## config.mk

```make
export PLATFORM = sky130hd
export DESIGN_NAME = tto_front
export DESIGN_NICKNAME = d
export VERILOG_FILES = /design/src/rtl/tto_pkg.sv /design/src/rtl/tto_front.sv /design/src/rtl/tto_trig_qual.sv /design/src/rtl/tto_prescale.sv
export VERILOG_INCLUDE_DIRS = /design/src /design/src/rtl
export SDC_FILE = /design/constraint.sdc
export NUM_CORES = 1
export LEC_CHECK = 0
export BUFFER_PORTS_ARGS = -buffer_cell sky130_fd_sc_hd__buf_2
export CAP_MARGIN = 20
export CORE_MARGIN = 5
export CORE_UTILIZATION = 45
export CTS_CLUSTER_DIAMETER = 100
export DETAILED_ROUTE_END_ITERATION = 6
export PLACE_DENSITY = 0.66
export SLEW_MARGIN = 0
export SYNTH_ARGS = -nofsm -noshare
export SYNTH_HDL_FRONTEND = slang
export SYNTH_HIERARCHICAL = 1
export SYNTH_SLANG_ARGS = --single-unit
```

## constraint.sdc

```tcl
create_clock -name clk -period 14.1 [get_ports clk]
set_input_delay 0.705 -clock clk [delete_from_list [all_inputs] [get_ports clk]]
set_output_delay 0.705 -clock clk [all_outputs]
set_load 0.005 [all_outputs]
```

## src/rtl/tto_params.svh

```systemverilog
/*
  Offsets, reset values and timing counts of the timer trigger front end.
  Assumes inclusion by bare name from the package and the modules.
*/
`ifndef TTO_PARAMS_SVH
`define TTO_PARAMS_SVH

// ----------------------------------------
// register byte offsets
// ----------------------------------------
`define TTO_OFS_CTRL 8'h00
`define TTO_OFS_ORIGIN 8'h04
`define TTO_OFS_PRESCALE 8'h08
`define TTO_OFS_CMD 8'h0c
`define TTO_OFS_LEN0 8'h10
`define TTO_OFS_LEN1 8'h14
`define TTO_OFS_LEN2 8'h18
`define TTO_OFS_LEN3 8'h1c
`define TTO_OFS_TALLY 8'h20
`define TTO_OFS_STATUS 8'h24

// ----------------------------------------
// field positions
// ----------------------------------------
`define TTO_CTRL_GATE 0
`define TTO_CTRL_POL_LO 1
`define TTO_CTRL_CNT_EN 3
`define TTO_ORG_KIND_LO 0
`define TTO_ORG_IDX_LO 8
`define TTO_ORG_POLAR_LO 16
`define TTO_CMD_SW_TRIG 0
`define TTO_CMD_TALLY_CLR 1

// ----------------------------------------
// reset values
// ----------------------------------------
`define TTO_RST_PRESCALE 8'h01
`define TTO_RST_LEN 16'h0001

// ----------------------------------------
// timing
// ----------------------------------------
`define TTO_STEP_NS 1000
`define TTO_CLK_NS 10

`endif

```

## src/rtl/tto_pkg.sv

```systemverilog
/*
  Types shared by the timer trigger front end modules.
  Assumes tto_params.svh sits beside it.
*/
`include "tto_params.svh"

package tto_pkg;

  typedef enum logic [1:0] {
    POL_DISCARD = 2'h0,
    POL_LATCH = 2'h1,
    POL_RESTART = 2'h2
  } tto_policy_type;

  typedef enum logic [2:0] {
    ORG_LINE = 3'h0,
    ORG_FREE = 3'h1,
    ORG_ENC_A = 3'h2,
    ORG_ENC_B = 3'h3,
    ORG_SOFT = 3'h4,
    ORG_TIMER = 3'h5
  } tto_origin_type;

  typedef enum logic [2:0] {
    ACT_BOTH = 3'h0,
    ACT_DOWN = 3'h1,
    ACT_UP = 3'h2,
    ACT_HIGH = 3'h3,
    ACT_LOW = 3'h4
  } tto_polarity_type;

  typedef enum logic [4:0] {
    ST_IDLE = 5'h01,
    ST_DLY0 = 5'h02,
    ST_DUR0 = 5'h04,
    ST_DLY1 = 5'h08,
    ST_DUR1 = 5'h10
  } tto_run_type;

endpackage

```

## src/rtl/tto_front.sv

```systemverilog
/*
  Trigger front end and output run of one pulse timer, with a classic
  Wishbone register slave.
  Assumes all inputs synchronous to clk; the other timers' outputs come
  in as one vector indexed by timer number, this timer's own bit included.
*/
// Our own choices: the Wishbone interface to the registers and the register addresses.
`timescale 1ns/1ps
`include "tto_params.svh"

module tto_front
  import tto_pkg::*;
#(
  parameter int NUM_LINES = 20,
  parameter int NUM_TIMERS = 4,
  parameter logic [1:0] OWN_TIMER = 2'h0,
  parameter int PW = 16
) (
  // clock and reset
  input wire logic clk,
  input wire logic rstn,
  // wishbone slave
  input wire logic wb_cyc_i,
  input wire logic wb_stb_i,
  input wire logic wb_we_i,
  input wire logic [7:0] wb_adr_i,
  input wire logic [3:0] wb_sel_i,
  input wire logic [31:0] wb_dat_i,
  output logic [31:0] wb_dat_o,
  output logic wb_ack_o,
  // trigger origins
  input wire logic [NUM_LINES-1:0] io_line_inputs,
  input wire logic [NUM_LINES-1:0] io_line_is_output,
  input wire logic encoder_pulse_a,
  input wire logic encoder_pulse_b,
  input wire logic [NUM_TIMERS-1:0] other_timer_outputs,
  // timer result
  output logic timer_out,
  output logic run_active
);

  // ----------------------------------------
  // constants
  // ----------------------------------------
  localparam int STEP_CYC_INT = `TTO_STEP_NS / `TTO_CLK_NS;
  localparam logic [7:0] STEP_CYC = 8'(STEP_CYC_INT);
  localparam logic [4:0] LINE_LIM = 5'(NUM_LINES);
  localparam logic [31:0] TALLY_MAX = 32'hffffffff;

  // ----------------------------------------
  // state
  // ----------------------------------------
  typedef struct packed {
    logic gate;
    tto_policy_type policy;
    logic cnt_en;
    tto_origin_type origin;
    logic [4:0] idx;
    tto_polarity_type polar;
    logic [7:0] ratio;
    logic [3:0][PW-1:0] len;
    logic sw_trig;
    logic tally_clr;
    logic [31:0] tally;
    tto_run_type st;
    logic [7:0] cyc;
    logic [PW-1:0] steps;
    logic pending;
    logic out;
    logic ack;
    logic [31:0] dat;
  } tto_main_state_type;

  tto_main_state_type s_reg, s_next;

  // ----------------------------------------
  // helpers
  // ----------------------------------------
  function automatic logic [31:0] merge(
    input logic [31:0] old_w,
    input logic [31:0] new_w,
    input logic [3:0] sel
  );
    logic [31:0] r;
    r = old_w;
    for (int b = 0; b < 4; b++) begin
      if (sel[b]) begin
        r[b*8 +: 8] = new_w[b*8 +: 8];
      end
    end
    return r;
  endfunction

  function automatic logic [31:0] widen(input logic [PW-1:0] v);
    logic [31:0] r;
    r = '0;
    r[PW-1:0] = v;
    return r;
  endfunction

  logic [31:0] ctrl_word;
  logic [31:0] origin_word;
  logic [31:0] status_word;

  always_comb begin
    ctrl_word = '0;
    ctrl_word[`TTO_CTRL_GATE] = s_reg.gate;
    ctrl_word[`TTO_CTRL_POL_LO +: 2] = s_reg.policy;
    ctrl_word[`TTO_CTRL_CNT_EN] = s_reg.cnt_en;
    origin_word = '0;
    origin_word[`TTO_ORG_KIND_LO +: 3] = s_reg.origin;
    origin_word[`TTO_ORG_IDX_LO +: 5] = s_reg.idx;
    origin_word[`TTO_ORG_POLAR_LO +: 3] = s_reg.polar;
    status_word = '0;
    status_word[0] = s_reg.st != ST_IDLE;
    status_word[1] = s_reg.pending;
    status_word[2] = s_reg.out;
    status_word[7:3] = s_reg.st;
  end

  // ----------------------------------------
  // origin selection
  // ----------------------------------------
  logic raw_sig;
  tto_polarity_type eff_polar;
  logic is_level;

  always_comb begin
    raw_sig = 1'b0;
    eff_polar = s_reg.polar;
    case (s_reg.origin)
      ORG_LINE: begin
        // a line driven as output looks like a constant low trigger
        if (s_reg.idx < LINE_LIM) begin
          raw_sig = io_line_inputs[s_reg.idx] &
                    ~io_line_is_output[s_reg.idx];
        end
      end
      ORG_ENC_A: begin
        raw_sig = encoder_pulse_a;
        eff_polar = ACT_UP;
      end
      ORG_ENC_B: begin
        raw_sig = encoder_pulse_b;
        eff_polar = ACT_UP;
      end
      ORG_TIMER: begin
        raw_sig = other_timer_outputs[s_reg.idx[1:0]];
      end
      default: begin
        raw_sig = 1'b0;
      end
    endcase
    is_level = (s_reg.origin == ORG_LINE || s_reg.origin == ORG_TIMER) &&
               (eff_polar == ACT_HIGH || eff_polar == ACT_LOW);
  end

  logic q_edge;
  logic q_level;
  logic div_edge;
  logic trig;

  tto_trig_qual u_qual (
    .clk(clk),
    .rstn(rstn),
    .sig(raw_sig),
    .polarity(eff_polar),
    .edge_pulse(q_edge),
    .level_act(q_level)
  );

  // software trigger bypasses activation and enters as an edge
  assign div_edge = (s_reg.origin == ORG_SOFT) ? s_reg.sw_trig :
                    (q_edge & ~is_level);

  tto_prescale u_div (
    .clk(clk),
    .rstn(rstn),
    .clear(~s_reg.gate),
    .ratio(s_reg.ratio),
    .edge_in(div_edge),
    .tick(trig)
  );

  // ----------------------------------------
  // next state
  // ----------------------------------------
  logic active;
  logic free_run;
  logic lvl;
  logic [PW-1:0] cur_len;
  logic step_end;
  logic done;
  logic last;
  logic start;
  logic drop;
  logic wr;
  logic [31:0] w;

  always_comb begin
    s_next = s_reg;
    s_next.sw_trig = 1'b0;
    s_next.tally_clr = 1'b0;
    start = 1'b0;
    drop = 1'b0;
    w = '0;
    active = s_reg.st != ST_IDLE;
    free_run = s_reg.origin == ORG_FREE;
    lvl = is_level & q_level;
    case (s_reg.st)
      ST_DLY0: cur_len = s_reg.len[0];
      ST_DUR0: cur_len = s_reg.len[1];
      ST_DLY1: cur_len = s_reg.len[2];
      default: cur_len = s_reg.len[3];
    endcase
    step_end = s_reg.cyc == STEP_CYC - 8'h01;
    done = active && (cur_len == '0 ||
           (step_end && s_reg.steps == cur_len - 1'b1));
    last = done && s_reg.st == ST_DUR1;

    // bus: ack one cycle after the request, write on the ack edge
    s_next.ack = wb_cyc_i & wb_stb_i & ~s_reg.ack;
    wr = wb_cyc_i & wb_stb_i & wb_we_i & s_reg.ack;
    if (s_next.ack) begin
      if (wb_adr_i == `TTO_OFS_CTRL) begin
        s_next.dat = ctrl_word;
      end else if (wb_adr_i == `TTO_OFS_ORIGIN) begin
        s_next.dat = origin_word;
      end else if (wb_adr_i == `TTO_OFS_PRESCALE) begin
        s_next.dat = {24'h000000, s_reg.ratio};
      end else if (wb_adr_i == `TTO_OFS_LEN0) begin
        s_next.dat = widen(s_reg.len[0]);
      end else if (wb_adr_i == `TTO_OFS_LEN1) begin
        s_next.dat = widen(s_reg.len[1]);
      end else if (wb_adr_i == `TTO_OFS_LEN2) begin
        s_next.dat = widen(s_reg.len[2]);
      end else if (wb_adr_i == `TTO_OFS_LEN3) begin
        s_next.dat = widen(s_reg.len[3]);
      end else if (wb_adr_i == `TTO_OFS_TALLY) begin
        s_next.dat = s_reg.tally;
      end else if (wb_adr_i == `TTO_OFS_STATUS) begin
        s_next.dat = status_word;
      end else begin
        s_next.dat = '0;
      end
    end
    if (wr) begin
      if (wb_adr_i == `TTO_OFS_CTRL) begin
        w = merge(ctrl_word, wb_dat_i, wb_sel_i);
        s_next.gate = w[`TTO_CTRL_GATE];
        if (w[`TTO_CTRL_POL_LO +: 2] <= 2'h2) begin
          s_next.policy = tto_policy_type'(w[`TTO_CTRL_POL_LO +: 2]);
        end
        s_next.cnt_en = w[`TTO_CTRL_CNT_EN];
      end else if (wb_adr_i == `TTO_OFS_ORIGIN) begin
        w = merge(origin_word, wb_dat_i, wb_sel_i);
        // own output as origin is refused: whole write is dropped
        if (!(w[`TTO_ORG_KIND_LO +: 3] == ORG_TIMER &&
              w[`TTO_ORG_IDX_LO +: 2] == OWN_TIMER) &&
            w[`TTO_ORG_KIND_LO +: 3] <= 3'h5 &&
            w[`TTO_ORG_POLAR_LO +: 3] <= 3'h4) begin
          s_next.origin = tto_origin_type'(w[`TTO_ORG_KIND_LO +: 3]);
          s_next.idx = w[`TTO_ORG_IDX_LO +: 5];
          s_next.polar = tto_polarity_type'(w[`TTO_ORG_POLAR_LO +: 3]);
        end
      end else if (wb_adr_i == `TTO_OFS_PRESCALE) begin
        if (wb_sel_i[0]) begin
          s_next.ratio = wb_dat_i[7:0];
        end
      end else if (wb_adr_i == `TTO_OFS_CMD) begin
        if (wb_sel_i[0]) begin
          s_next.sw_trig = wb_dat_i[`TTO_CMD_SW_TRIG];
          s_next.tally_clr = wb_dat_i[`TTO_CMD_TALLY_CLR];
        end
      end else if (wb_adr_i == `TTO_OFS_LEN0) begin
        s_next.len[0] = PW'(merge(widen(s_reg.len[0]), wb_dat_i,
                                  wb_sel_i));
      end else if (wb_adr_i == `TTO_OFS_LEN1) begin
        s_next.len[1] = PW'(merge(widen(s_reg.len[1]), wb_dat_i,
                                  wb_sel_i));
      end else if (wb_adr_i == `TTO_OFS_LEN2) begin
        s_next.len[2] = PW'(merge(widen(s_reg.len[2]), wb_dat_i,
                                  wb_sel_i));
      end else if (wb_adr_i == `TTO_OFS_LEN3) begin
        s_next.len[3] = PW'(merge(widen(s_reg.len[3]), wb_dat_i,
                                  wb_sel_i));
      end
    end

    // run control
    if (!s_reg.gate) begin
      s_next.st = ST_IDLE;
      s_next.pending = 1'b0;
    end else begin
      if (trig) begin
        if (!active || last) begin
          start = 1'b1;
        end else if (!free_run) begin
          case (s_reg.policy)
            POL_DISCARD: begin
              drop = 1'b1;
            end
            POL_LATCH: begin
              if (!s_reg.pending) begin
                s_next.pending = 1'b1;
              end else begin
                drop = 1'b1;
              end
            end
            default: begin
              start = 1'b1;
            end
          endcase
        end
      end
      if (last && !start) begin
        if (s_reg.pending) begin
          start = 1'b1;
          s_next.pending = 1'b0;
        end else if (free_run || lvl) begin
          start = 1'b1;
        end
      end else if (!active && (free_run || lvl)) begin
        start = 1'b1;
      end
    end

    // phase sequencing in microsecond steps
    if (s_reg.gate && start) begin
      s_next.st = ST_DLY0;
      s_next.cyc = 8'h00;
      s_next.steps = '0;
    end else if (!s_reg.gate) begin
      s_next.cyc = 8'h00;
      s_next.steps = '0;
    end else if (done) begin
      s_next.cyc = 8'h00;
      s_next.steps = '0;
      case (s_reg.st)
        ST_DLY0: s_next.st = ST_DUR0;
        ST_DUR0: s_next.st = ST_DLY1;
        ST_DLY1: s_next.st = ST_DUR1;
        default: s_next.st = ST_IDLE;
      endcase
    end else if (active) begin
      if (step_end) begin
        s_next.cyc = 8'h00;
        s_next.steps = s_reg.steps + 1'b1;
      end else begin
        s_next.cyc = s_reg.cyc + 8'h01;
      end
    end
    s_next.out = s_reg.gate &&
                 (s_next.st == ST_DUR0 || s_next.st == ST_DUR1);

    // dropped tally: a drop in the clear cycle still counts
    if (s_reg.tally_clr) begin
      s_next.tally = (drop && s_reg.cnt_en) ? 32'h00000001 :
                     32'h00000000;
    end else if (drop && s_reg.cnt_en && s_reg.tally != TALLY_MAX) begin
      s_next.tally = s_reg.tally + 32'h00000001;
    end
  end

  // ----------------------------------------
  // registers
  // ----------------------------------------
  always_ff @(posedge clk) begin
    if (!rstn) begin
      s_reg <= '0;
      s_reg.policy <= POL_DISCARD;
      s_reg.origin <= ORG_LINE;
      s_reg.polar <= ACT_UP;
      s_reg.ratio <= `TTO_RST_PRESCALE;
      s_reg.len <= {4{PW'(`TTO_RST_LEN)}};
      s_reg.st <= ST_IDLE;
    end else begin
      s_reg <= s_next;
    end
  end

  // ----------------------------------------
  // outputs
  // ----------------------------------------
  assign wb_dat_o = s_reg.dat;
  assign wb_ack_o = s_reg.ack;
  assign timer_out = s_reg.out;
  assign run_active = s_reg.st != ST_IDLE;

endmodule

```

## src/rtl/tto_trig_qual.sv

```systemverilog
/*
  Edge and level qualifier for the selected trigger origin.
  Assumes the input is synchronous to clk.
*/
`timescale 1ns/1ps

module tto_trig_qual
  import tto_pkg::*;
(
  // clock and reset
  input wire logic clk,
  input wire logic rstn,
  // origin signal
  input wire logic sig,
  input wire tto_polarity_type polarity,
  // qualified results
  output logic edge_pulse,
  output logic level_act
);

  typedef struct packed {
    logic primed;
    logic prev;
    logic edge_hit;
    logic level;
  } tto_qual_state_type;

  tto_qual_state_type s_reg, s_next;

  always_comb begin
    s_next = s_reg;
    s_next.primed = 1'b1;
    s_next.prev = sig;
    s_next.edge_hit = 1'b0;
    // no edge on the first sample after reset
    if (s_reg.primed) begin
      case (polarity)
        ACT_BOTH: s_next.edge_hit = sig ^ s_reg.prev;
        ACT_DOWN: s_next.edge_hit = ~sig & s_reg.prev;
        ACT_UP: s_next.edge_hit = sig & ~s_reg.prev;
        default: s_next.edge_hit = 1'b0;
      endcase
    end
    s_next.level = (polarity == ACT_HIGH) ? sig :
                   (polarity == ACT_LOW) ? ~sig : 1'b0;
  end

  always_ff @(posedge clk) begin
    if (!rstn) begin
      s_reg <= '0;
    end else begin
      s_reg <= s_next;
    end
  end

  assign edge_pulse = s_reg.edge_hit;
  assign level_act = s_reg.level;

endmodule

```

## src/rtl/tto_prescale.sv

```systemverilog
/*
  Edge prescaler: one output pulse for every ratio input edges.
  Assumes a ratio of zero is meant as one.
*/
`timescale 1ns/1ps

module tto_prescale (
  // clock and reset
  input wire logic clk,
  input wire logic rstn,
  // control
  input wire logic clear,
  input wire logic [7:0] ratio,
  // edges in, divided pulse out
  input wire logic edge_in,
  output logic tick
);

  typedef struct packed {
    logic [7:0] count;
    logic hit;
  } tto_div_state_type;

  tto_div_state_type s_reg, s_next;

  always_comb begin
    s_next = s_reg;
    s_next.hit = 1'b0;
    if (clear) begin
      s_next.count = 8'h00;
    end else if (edge_in) begin
      if (s_reg.count + 8'h01 >= ratio) begin
        s_next.count = 8'h00;
        s_next.hit = 1'b1;
      end else begin
        s_next.count = s_reg.count + 8'h01;
      end
    end
  end

  always_ff @(posedge clk) begin
    if (!rstn) begin
      s_reg <= '0;
    end else begin
      s_reg <= s_next;
    end
  end

  assign tick = s_reg.hit;

endmodule

```

==> out/qor.csv, run 1 <==
stage,metric,value,unit
synthesis,Synth Area in Compound Gates,0.1861,
timing,relative slew slack,0.2294,
routing,DRC,0,
synthesis,largest family of logic cells by synthesized area,simple AND/OR/NAND/NOR gates,
power,clock power share,0.469,
floorplan,initial core utilization,0.4589,
synthesis,Mapped Cells,1307,
setup_path,Crit Reg-Reg Endpoint,s_reg[64],
cells_and_area,Seq. cell area,3964,um2
flow_run,Max Cap Viol,0,
global_routing,vias in the first global route,9252,
synthesis,Post-synth top flop,dfxtp_1,
setup_path,"slowest stage delay, CP",0.79,ns
routing,remaining antenna violation count,0,
timing,final worst path period need,6.457,ns
power,Sw Share,0.2623,
global_routing,pin count of the biggest net entering global routing,84,
cells_and_area,fin area,12030,um2
timing,Hold Slack,0.4536,ns
power,Leak,4.342,nW
synthesis,synthesized net count,1418,
cells_and_area,max reg flops,136,
timing,Tcrit/Tclk final,0.4579,
clock_network,hold buffers post-CTS,0,
power,power density over cell area,95.14,nW/um2
synthesis,count of cell types in the netlist,81,
setup_path,Critical Path AT,6.81,ns
clock_network,CTS root buf,clkbuf_16,
clock_network,Worst-path clk slew,0.09,ns
setup_path,reg2reg path depth,15,
placed_design,gpl congestion,0.9309,
timing,Setup Skew,0.02047,ns
clock_network,TritonCTS clock tree,done,
routing,via count,10070,
synthesis,Post-Synth XOR/XNOR Area,0.03995,
worst_hold_path,hold path startpoint,u_qual/s_reg[3],
setup_path,Worst EP required,14.45,ns
synthesis,"Seq/Total Area, Yosys",0.3658,
timing,"Slew Viols, Final",0,
setup_path,Worst Path Max Fanout,18,
power,Power Internal,0.8444,mW
timing,Final Hold Fails,0,
setup_path,reg2reg setup slack,7.64,ns
timing,Slew @ Worst Pin,1.150,ns
synthesis,"flops & latches, synth",198,
placed_design,Port-buffer cells,115,
floorplan,Die W,165.2,um
setup_path,critical-path cell list,inv_1 -> nor3_4 -> nor2_1 -> a221oi_1 -> ha_1 -> inv_1 -> a2111oi_0 -> nand4_1 -> nor4_4 -> nor4b_1 -> a311o_1 -> o2bb2ai_1 -> o41ai_1 -> a21boi_0 -> o41ai_1,
timing,final setup fails,0,
routing,DR pass1 iterations,6,
worst_hold_path,Hold Crit Endpoint,u_qual/edge_pulse,
routing,routed vias/inst,5.976,
cells_and_area,share of layout cells above drive strength 1,0.1377,
global_routing,first-pass GRT wire length,50140,um
clock_network,Setup Buffers After CTS,0,
floorplan,Core Rows,56,
synthesis,synth warn,6,
timing,Fmax,154.9,MHz
setup_path,crit end category,flop,
status,run status,"complete, no violations",
clock_network,CTS Buffer Depth,2,
routing,DR WL/cell,18.84,um
global_routing,initial antenna violation count,1,
setup_path,WP buf/inv,2,
synthesis,synthesized area,10840,um2
power,Max VDD drop,0.00006614,V
synthesis,Post-Syn Area per Cell,8.291,um2
power,NetSw,0.3002,mW
cells_and_area,Multi-input gate area,6152,um2
synthesis,ys async rst share,0,
setup_path,cell family with most CP delay,compound AO/OA/AOI/OAI gates,
timing,RSZ-0062 raised after global routing,false,
placed_design,Final HPWL DP,23110,um
worst_hold_path,hold-critical path depth,2,
worst_hold_path,worst min path class,flop to flop,
routing,drt initial violations,975,
synthesis,"EDFF count, synth",0,
cells_and_area,Fill cells,2262,
clock_network,clk sink count,198,
power,Reg power frac,0.491,
routing,final WL,31740,um
timing,total negative slack,0,ns
clock_network,post-cts resize count,0,
global_routing,Congestion Overflow GR,0,
power,combinational power share,0.039,
setup_path,CP max-delay cell,a221oi_1,
clock_network,worst skew pair latency,0.46,ns
global_routing,GRT Resource Usage Total,0.2305,
floorplan,Core Area,23610,um2
setup_path,critical path class,flop to flop,
cells_and_area,area growth from synthesis to layout,11.02,%
clock_network,H-tree depth,4,
synthesis,post-synthesis mux area share,0.08394,
clock_network,TritonCTS Buffers,17,
cells_and_area,final net count,1463,
floorplan,Die Y,165.2,um
setup_path,crit start category,flop,
placed_design,dpl cell area,11360,um2
floorplan,IO Pins,130,
setup_path,Reg-to-Reg Start,s_reg[61],
synthesis,"share of synthesized cell area in and, or, nand and nor gates",0.2385,
synthesis,Synth Area in Adders,0.01847,
floorplan,die footprint,27280,um2
cell usage in the layout (no fill, tap or decap), drive strengths merged, types with 8 or more instances in the layout:
| cell type | n |
|---|---|
| nor4 | 8 |
| nand4 | 23 |
| a221oi | 22 |
| o211ai | 9 |
| nor4b | 8 |
| a222oi | 9 |
| nor2 | 182 |
| a31oi | 15 |
| o21ai | 59 |
| nand3 | 53 |
| nand2 | 94 |
| and2 | 15 |
| xnor2 | 18 |
| dfxtp | 198 |
| buf | 130 |
| o221ai | 9 |
| mux2i | 83 |
| or3 | 29 |
| nor3 | 24 |
| ha | 16 |
| a22oi | 22 |
| and3 | 28 |
| nand2b | 8 |
| clkbuf | 17 |
| xor2 | 28 |
| o31ai | 15 |
| a21oi | 73 |
| a22o | 8 |
| a221o | 8 |
| o32ai | 12 |
| inv | 51 |
logic make-up after synthesis:
kind of cell               after synthesis
muxes                                   87
adders and majority gates               16
DFF                                    198
buffers and inverters                  148
xor gates and xnor gates                47
and+or+nand+nor                        518
AOI/OAI and AO/OA                      293
Yosys cell counts, drive strengths merged (7+ instances only):
| cell type | instances | area, um2 |
|---|---|---|
| nor4b | 8 | 76.32 |
| o31ai | 15 | 117.6 |
| nand2 | 94 | 352.8 |
| a31oi | 15 | 100.1 |
| ha | 16 | 200.2 |
| a222oi | 9 | 90.09 |
| a221o | 8 | 80.08 |
| a22o | 8 | 70.07 |
| clkbuf | 56 | 211.5 |
| and2 | 15 | 93.84 |
| nand3 | 53 | 265.3 |
| mux2i | 83 | 830.8 |
| nand2b | 8 | 50.05 |
| xnor2 | 18 | 157.7 |
| o21ai | 59 | 299.0 |
| or3 | 29 | 186.4 |
| o211ai | 9 | 67.56 |
| nor2 | 182 | 683.2 |
| o221ai | 9 | 78.83 |
| nor4 | 8 | 65.06 |
| a21oi | 73 | 365.4 |
| a22oi | 22 | 165.2 |
| xor2 | 28 | 252.8 |
| and3 | 28 | 175.2 |
| nor2b | 7 | 43.79 |
| inv | 42 | 157.7 |
| buf | 48 | 351.6 |
| nor3 | 24 | 136.4 |
| nand4 | 23 | 143.9 |
| a221oi | 22 | 198.9 |
| o32ai | 12 | 105.1 |
| dfxtp | 198 | 3964 |
| or4 | 7 | 52.55 |
worst max-delay path by stage:
stage          cells after the start  startpoint         to
2_1_floorplan                     20   s_reg[60]  s_reg[79]
3_3_place_gp                      16   s_reg[61]  s_reg[86]
3_5_place_dp                      16   s_reg[61]  s_reg[86]
4_1_cts                           16   s_reg[61]  s_reg[86]
5_1_grt                           17   s_reg[61]  s_reg[73]
6_report                          15   s_reg[61]  s_reg[64]
routing by layer:
metal / vias up / track usage / wire, um
li1: 4833 / - / -
met1: 4768 / 0.3203 / 14270
met2: 419 / 0.3621 / 14520
met3: 49 / 0.04443 / 2245
met4: 0 / 0.07221 / 704
met5: - / 0 / 0
cell type report:
type | instances | share of cell area
multi-input combinational | 961 | 0.5114
sequential | 198 | 0.3295
timing repair buffer | 130 | 0.05751
clock buffer | 17 | 0.03536
tap | 319 | 0.03318
clock inverter | 15 | 0.01903
inverter | 44 | 0.01383
antenna | 1 | 0.0002080
per-stage QoR:
stage	setup slack, ns	util	cells	power, mW
finish	7.643	0.5095	1685	1.145
global route	7.165	0.5095	1685	1.181
CTS	7.758	0.5089	1683	1.153
detailed placement	7.796	0.4812	1651	0.6199
global placement	7.898	0.4812	1651	0.6197
floorplan	9.476	-	1307	0.5985
worst reg2reg max path, cell delays in order (launching register included):
cell       delay, ns
dfxtp_1         0.70
inv_1           0.31
nor3_4          0.67
nor2_1          0.21
a221oi_1        0.79
ha_1            0.37
inv_1           0.10
a2111oi_0       0.63
nand4_1         0.25
nor4_4          0.29
nor4b_1         0.29
a311o_1         0.18
o2bb2ai_1       0.10
o41ai_1         0.72
a21boi_0        0.43
o41ai_1         0.31
power by group through the flow:
stage | sequential (mW) | combinational (mW) | clock, mW
3_5_place_dp | 0.576 | 0.0442 | 0
3_3_place_gp | 0.576 | 0.0440 | 0
2_1_floorplan | 0.575 | 0.0233 | 0
5_1_grt | 0.563 | 0.0489 | 0.569
6_report | 0.563 | 0.0452 | 0.537
4_1_cts | 0.562 | 0.0444 | 0.546
(Power assumes the default switching activity.)
==> inputs of run 2 (changes only) <==
--- a/config.mk
+++ b/config.mk
@@ -12,7 +12,7 @@
 export CORE_UTILIZATION = 45
 export CTS_CLUSTER_DIAMETER = 100
 export DETAILED_ROUTE_END_ITERATION = 6
-export PLACE_DENSITY = 0.66
+export PLACE_DENSITY = 0.69
 export SLEW_MARGIN = 0
 export SYNTH_ARGS = -nofsm -noshare
 export SYNTH_HDL_FRONTEND = slang
==> constraint.sdc (replaced) <==
create_clock -name clk -period 5.8 [get_ports clk]
set_input_delay 0.29 -clock clk [delete_from_list [all_inputs] [get_ports clk]]
set_output_delay 0.29 -clock clk [all_outputs]
set_load 0.005 [all_outputs]
==> run 2 against run 1 <==
  * The run now ends with design-rule violations left
  * Maximum frequency is 20% higher
  * Largest power group unchanged
  * Largest cell class unchanged
  * Via count up 0.26%
  * Hold slack got worse by 0.37 ns
  * Sequential share of layout area shrank 0.14 points
  * Cell area increased by 0.42%
  * Final cell count rose by 0.65%
  * Non-clock buffer count rose by 12
  * Global-route usage up 0.18 points
==> out/qor.csv, run 2 (synthesis results as in run 1) <==
stage,metric,value,unit
clock_network,TritonCTS clock tree,done,
routing,DR WL met2,14210,um
global_routing,vias in the first global route,9752,
floorplan,Core Rows,56,
cells_and_area,"commonest non-fill, non-tap cell in the layout",dfxtp_1,
timing,final worst path period need,5.360,ns
setup_path,critical path class,flop to flop,
timing,Fmax,186.6,MHz
global_routing,pin count of the biggest net entering global routing,71,
global_routing,initial antenna violation count,0,
power,clock power share,0.448,
timing,Slew @ Worst Pin,1.086,ns
routing,final WL,31340,um
clock_network,CTS root buf,clkbuf_16,
flow_run,Max Cap Viol,0,
timing,Setup Skew,0.01908,ns
clock_network,Worst-path clk slew,0.09,ns
routing,routed vias/inst,5.952,
setup_path,Critical path origin,s_reg[63],
worst_hold_path,worst min path class,input pin to flop,
global_routing,GRT Resource Usage Total,0.2323,
setup_path,reg2reg setup slack,0.44,ns
routing,Met1 Wirelength,14030,um
power,Final Total Pwr,2.679,mW
clock_network,TritonCTS Buffers,17,
floorplan,Core Area,23610,um2
floorplan,initial core utilization,0.4589,
floorplan,Die W,165.2,um
power,power density over cell area,221.7,nW/um2
timing,relative slew slack,0.2730,
power,combinational power share,0.041,
setup_path,crit end category,flop,
cells_and_area,area growth from synthesis to layout,11.48,%
setup_path,Reg-to-Reg Start,s_reg[63],
timing,total negative slack,0,ns
floorplan,die footprint,27280,um2
clock_network,clk sink count,198,
placed_design,Port-buffer cells,115,
power,Leak,4.385,nW
timing,final setup fails,0,
power,Power Internal,1.990,mW
setup_path,Critical Path AT,5.73,ns
clock_network,Setup Buffers After CTS,0,
timing,Final Hold Fails,0,
floorplan,IO Pins,130,
clock_network,H-tree depth,4,
cells_and_area,max reg flops,136,
routing,max layer used,met4,
cells_and_area,number of antenna diodes,0,
routing,DR WL met3,2308,um
timing,Tcrit/Tclk final,0.9242,
routing,DRC,1,
setup_path,CP endpoint,s_reg[80],
timing,"Slew Viols, Final",0,
status,run status,finished with violations,
timing,RSZ-0062 raised after global routing,false,
setup_path,crit start category,flop,
placed_design,gpl congestion,0.9318,
cells_and_area,"commonest cells after routing, fill and taps aside","dfxtp_1, nor2_1, buf_2",
power,NetSw,0.6886,mW
cells_and_area,final net count,1475,
routing,DR WL/cell,18.48,um
placed_design,Final HPWL DP,23190,um
setup_path,Worst EP required,6.17,ns
global_routing,first-pass GRT wire length,51140,um
clock_network,hold buffers post-CTS,0,
power,Max VDD drop,0.0001460,V
floorplan,Die Y,165.2,um
routing,via count,10100,
status,failing checks,design-rule violations,
routing,remaining antenna violation count,0,
power,Reg power frac,0.511,
setup_path,reg2reg path depth,19,
routing,drt initial violations,921,
routing,DR pass1 iterations,7,
setup_path,Crit Reg-Reg Endpoint,s_reg[80],
power,Sw Share,0.2571,
clock_network,post-cts resize count,0,
setup_path,Worst Path Max Fanout,57,
global_routing,Congestion Overflow GR,0,
cells_and_area,share of layout cells above drive strength 1,0.1445,
clock_network,worst skew pair latency,0.44,ns
clock_network,CTS Buffer Depth,2,
-- run 2: changes by cell type in the layout (fill, tap and decap cells not counted), moves of 2 or more --
cell	change
clkinv_4	+2
inv_12	-3
buf_4	+10
inv_8	+2
-- run 2: final cells by class --
cell class / instances / area, um2
Tap cell: 319 / 399.1
Clock inverter: 15 / 173.9
Timing Repair Buffer: 142 / 802.0
Multi-Input combinational cell: 961 / 6150
Clock buffer: 17 / 425.4
Inverter: 44 / 166.4
Sequential cell: 198 / 3964
Fill cell: 2233 / 11530
-- run 2: how the worst min path moves through the flow --
stage	endpoint	slack [ns]	depth (start not counted)	start
after global placement	u_qual/edge_pulse	0.42	2	u_qual/s_reg[3]
after global routing	origin_word[17]	0.10	3	wb_dat_i[17]
after CTS	origin_word[17]	0.07	3	wb_dat_i[17]
final	origin_word[17]	0.08	3	wb_dat_i[17]
after detailed placement	u_qual/edge_pulse	0.44	2	u_qual/s_reg[3]
after floorplan	u_qual/s_reg[3]	0.32	0	rstn
-- run 2: layer usage --
layer,global-route usage,vias up
met5,0,-
met4,0.07599,0
met1,0.3204,4755
met2,0.3634,429
met3,0.04865,60
li1,-,4851
-- run 2: worst max-delay path, cell delays in order, from the launching register on --
cell       delay [ns]
dfxtp_1          0.42
or3_4            0.47
nor3_4           0.54
nor2_1           0.20
a221oi_1         0.34
buf_4            0.21
ha_1             0.22
inv_1            0.10
a2111oi_0        0.30
buf_4            0.19
nand4_1          0.13
nor4_4           0.31
nor4b_1          0.30
a311o_1          0.20
o2bb2ai_1        0.11
o41a_4           0.56
o21ai_2          0.17
buf_12           0.24
o21ai_0          0.12
a21oi_1          0.15
-- run 2: power by group through the flow --
| stage | Clock, mW | Combinational [mW] | Sequential (mW) |
|---|---|---|---|
| 2_1_floorplan | 0 | 0.0565 | 1.40 |
| 3_3_place_gp | 0 | 0.106 | 1.40 |
| 3_5_place_dp | 0 | 0.108 | 1.40 |
| 4_1_cts | 1.21 | 0.108 | 1.37 |
| 5_1_grt | 1.28 | 0.121 | 1.37 |
| 6_report | 1.20 | 0.111 | 1.37 |
-- run 2: per-stage QoR --
stage          setup slack, ns  std cells  cell area [um2]  utilization  hold slack [ns]
6_report                0.4396       1696            12080       0.5116          0.07907
5_1_grt                0.09609       1696            12080       0.5116           0.1007
4_1_cts                 0.5240       1693            12050       0.5102          0.07379
3_5_place_dp            0.5292       1661            11450       0.4848           0.4389
3_3_place_gp            0.6767       1661            11450       0.4848           0.4198
2_1_floorplan            1.176       1307            10840            -           0.3177
==> inputs of run 3 (changes only) <==
--- a/config.mk
+++ b/config.mk
@@ -12,7 +12,8 @@
 export CORE_UTILIZATION = 45
 export CTS_CLUSTER_DIAMETER = 100
 export DETAILED_ROUTE_END_ITERATION = 6
-export PLACE_DENSITY = 0.69
+export PLACE_DENSITY = 0.66
+export RECOVER_POWER = 25
 export SLEW_MARGIN = 0
 export SYNTH_ARGS = -nofsm -noshare
 export SYNTH_HDL_FRONTEND = slang
==> constraint.sdc (replaced) <==
create_clock -name clk -period 5.56 [get_ports clk]
set_input_delay 0.278 -clock clk [delete_from_list [all_inputs] [get_ports clk]]
set_output_delay 0.278 -clock clk [all_outputs]
set_load 0.005 [all_outputs]
==> run 3 against run 2 <==
  * The flow finishes with violations (max-capacitance violations, max-slew violations)
  * Critical path depth is the same
  * Core utilization rose by 0.33 points
  * First-iteration DRC count fell by 21%
  * Largest power group unchanged
  * Highest routed layer unchanged
  * Global-route usage increased by 0.20 points
==> out/qor.csv, run 3 (synthesis results as in run 1) <==
stage,metric,value,unit
status,run status,finished with violations,
status,failing checks,"max-capacitance violations, max-slew violations",
setup_path,cell family with most CP delay,compound AO/OA/AOI/OAI gates,
routing,DRC,0,
setup_path,cell repeated most along the worst path,buf_4,
global_routing,vias in the first global route,9410,
power,combinational power share,0.041,
cells_and_area,area growth from synthesis to layout,12.19,%
cells_and_area,final net count,1483,
timing,relative slew slack,-0.6242,
timing,RSZ-0062 raised after global routing,false,
cells_and_area,share of layout cells above drive strength 1,0.1357,
cells_and_area,"commonest cells after routing, fill and taps aside","dfxtp_1, nor2_1, buf_2",
cells_and_area,final design utilization,0.5149,
global_routing,initial antenna violation count,1,
setup_path,critical path class,flop to flop,
setup_path,"slowest stage delay, CP",0.82,ns
global_routing,first-pass GRT wire length,50920,um
timing,Setup Skew,0.02474,ns
floorplan,Die Y,165.2,um
timing,total negative slack,0,ns
global_routing,Congestion Overflow GR,0,
power,NetSw,0.7384,mW
placed_design,Final HPWL DP,23470,um
cells_and_area,max reg flops,136,
flow_run,Max Cap Viol,1,
global_routing,pin count of the biggest net entering global routing,66,
setup_path,Worst Path Max Fanout,57,
floorplan,Core Rows,56,
placed_design,Placement Setup Slack,0.7118,ns
power,Max VDD drop,0.0001689,V
timing,final setup margin,0.6532,ns
clock_network,Worst-path clk slew,0.09,ns
placed_design,gpl congestion,0.9719,
clock_network,CTS root buf,clkbuf_16,
floorplan,initial core utilization,0.4589,
clock_network,Setup Buffers After CTS,0,
power,Power Internal,2.086,mW
setup_path,CP max-delay cell,dfxtp_1,
clock_network,H-tree depth,4,
setup_path,Worst EP required,5.94,ns
timing,final worst path period need,4.907,ns
placed_design,placed cell count,1670,
cells_and_area,final std cells w/o fill,1705,
floorplan,Die W,165.2,um
clock_network,TritonCTS clock tree,done,
routing,DR WL/cell,18.72,um
worst_hold_path,worst min path class,input pin to flop,
setup_path,crit start category,flop,
power,Leak,4.357,nW
timing,Final Hold Fails,0,
clock_network,post-cts resize count,0,
setup_path,Critical Path AT,5.28,ns
power,power density over cell area,232.3,nW/um2
routing,routed vias/inst,5.944,
timing,"Slew Viols, Final",66,
placed_design,Port-buffer cells,115,
setup_path,crit end category,flop,
routing,drt initial violations,731,
routing,via count,10130,
setup_path,WP buf/inv,4,
floorplan,Core Area,23610,um2
clock_network,TritonCTS Buffers,17,
clock_network,CTS Buffer Depth,2,
routing,DR pass1 iterations,7,
timing,final setup fails,0,
floorplan,IO Pins,130,
power,clock power share,0.454,
routing,remaining antenna violation count,0,
routing,final WL,31910,um
clock_network,clk sink count,198,
floorplan,die footprint,27280,um2
timing,Fmax,203.8,MHz
power,Sw Share,0.2614,
clock_network,worst skew pair latency,0.45,ns
global_routing,GRT Resource Usage Total,0.2343,
cells_and_area,"commonest non-fill, non-tap cell in the layout",dfxtp_1,
clock_network,hold buffers post-CTS,0,
timing,Tcrit/Tclk final,0.8825,
power,Reg power frac,0.505,
setup_path,critical-path cell list,nor3b_1 -> and2_1 -> a22o_1 -> a221oi_1 -> buf_4 -> ha_1 -> inv_1 -> a2111oi_0 -> buf_4 -> nand4_1 -> nor4_4 -> nor4b_1 -> a311o_1 -> o2bb2ai_1 -> o41a_4 -> o21ai_2 -> buf_12 -> o21ai_0 -> a21oi_1,
timing,Slew @ Worst Pin,2.423,ns
power,Final Total Pwr,2.824,mW
==> run 3: cell count changes in the layout (fill, tap and decap cells not counted), sizes merged <==
cell,before,now
clkbuf,17,35
inv,48,50
clkinv,10,7
clkinvlp,1,2
buf,142,132
diode,0,1
==> run 3: worst paths after layout <==
kind | to | cells after the start | slack [ns] | start
worst max register to register | s_reg[72] | 19 | 0.65 | s_reg[62]
worst min-delay path | origin_word[17] | 3 | 0.06 | wb_dat_i[17]
worst min register to register | u_qual/edge_pulse | 2 | 0.46 | u_qual/s_reg[3]
worst max-delay path | s_reg[72] | 19 | 0.65 | s_reg[62]
==> run 3: power groups by stage <==
stage / clock network [mW] / registers (mW) / logic, mW
final: 1.28 / 1.43 / 0.115
after global routing: 1.36 / 1.43 / 0.126
after detailed placement: 0 / 1.46 / 0.114
after global placement: 0 / 1.46 / 0.112
after floorplan: 0 / 1.46 / 0.0590
after CTS: 1.30 / 1.43 / 0.114
==> run 3: tightest hold or removal path: cells and delay by family <==
family	cells	cell delay, ns
multiplexers	1	0.06
buffers and inverters	1	0.09
AND/OR/NAND/NOR	1	0.06
==> run 3: cell type report <==
class                      count  area [um2]
fill                        2260       11450
timing repair buffer         150       859.6
clock inverter                15       188.9
sequential                   198        3964
multi-input combinational    961        6152
tap                          319       399.1
antenna                        1       2.502
inverter                      44       166.4
clock buffer                  17       425.4
==> run 3: per-layer routing <==
metal / GRT usage / routed length, um
met4: 0.07032 / 653
met1: 0.3244 / 14460
met5: 0 / 0
met2: 0.3719 / 14590
met3: 0.04393 / 2205
==> run 3: stage by stage <==
step | hold WS (ns) | instance area [um2]
3_5_place_dp | 0.4329 | 11530
2_1_floorplan | 0.3057 | 10840
5_1_grt | 0.06520 | 12160
3_3_place_gp | 0.4377 | 11530
4_1_cts | 0.05715 | 12140
6_report | 0.06055 | 12160
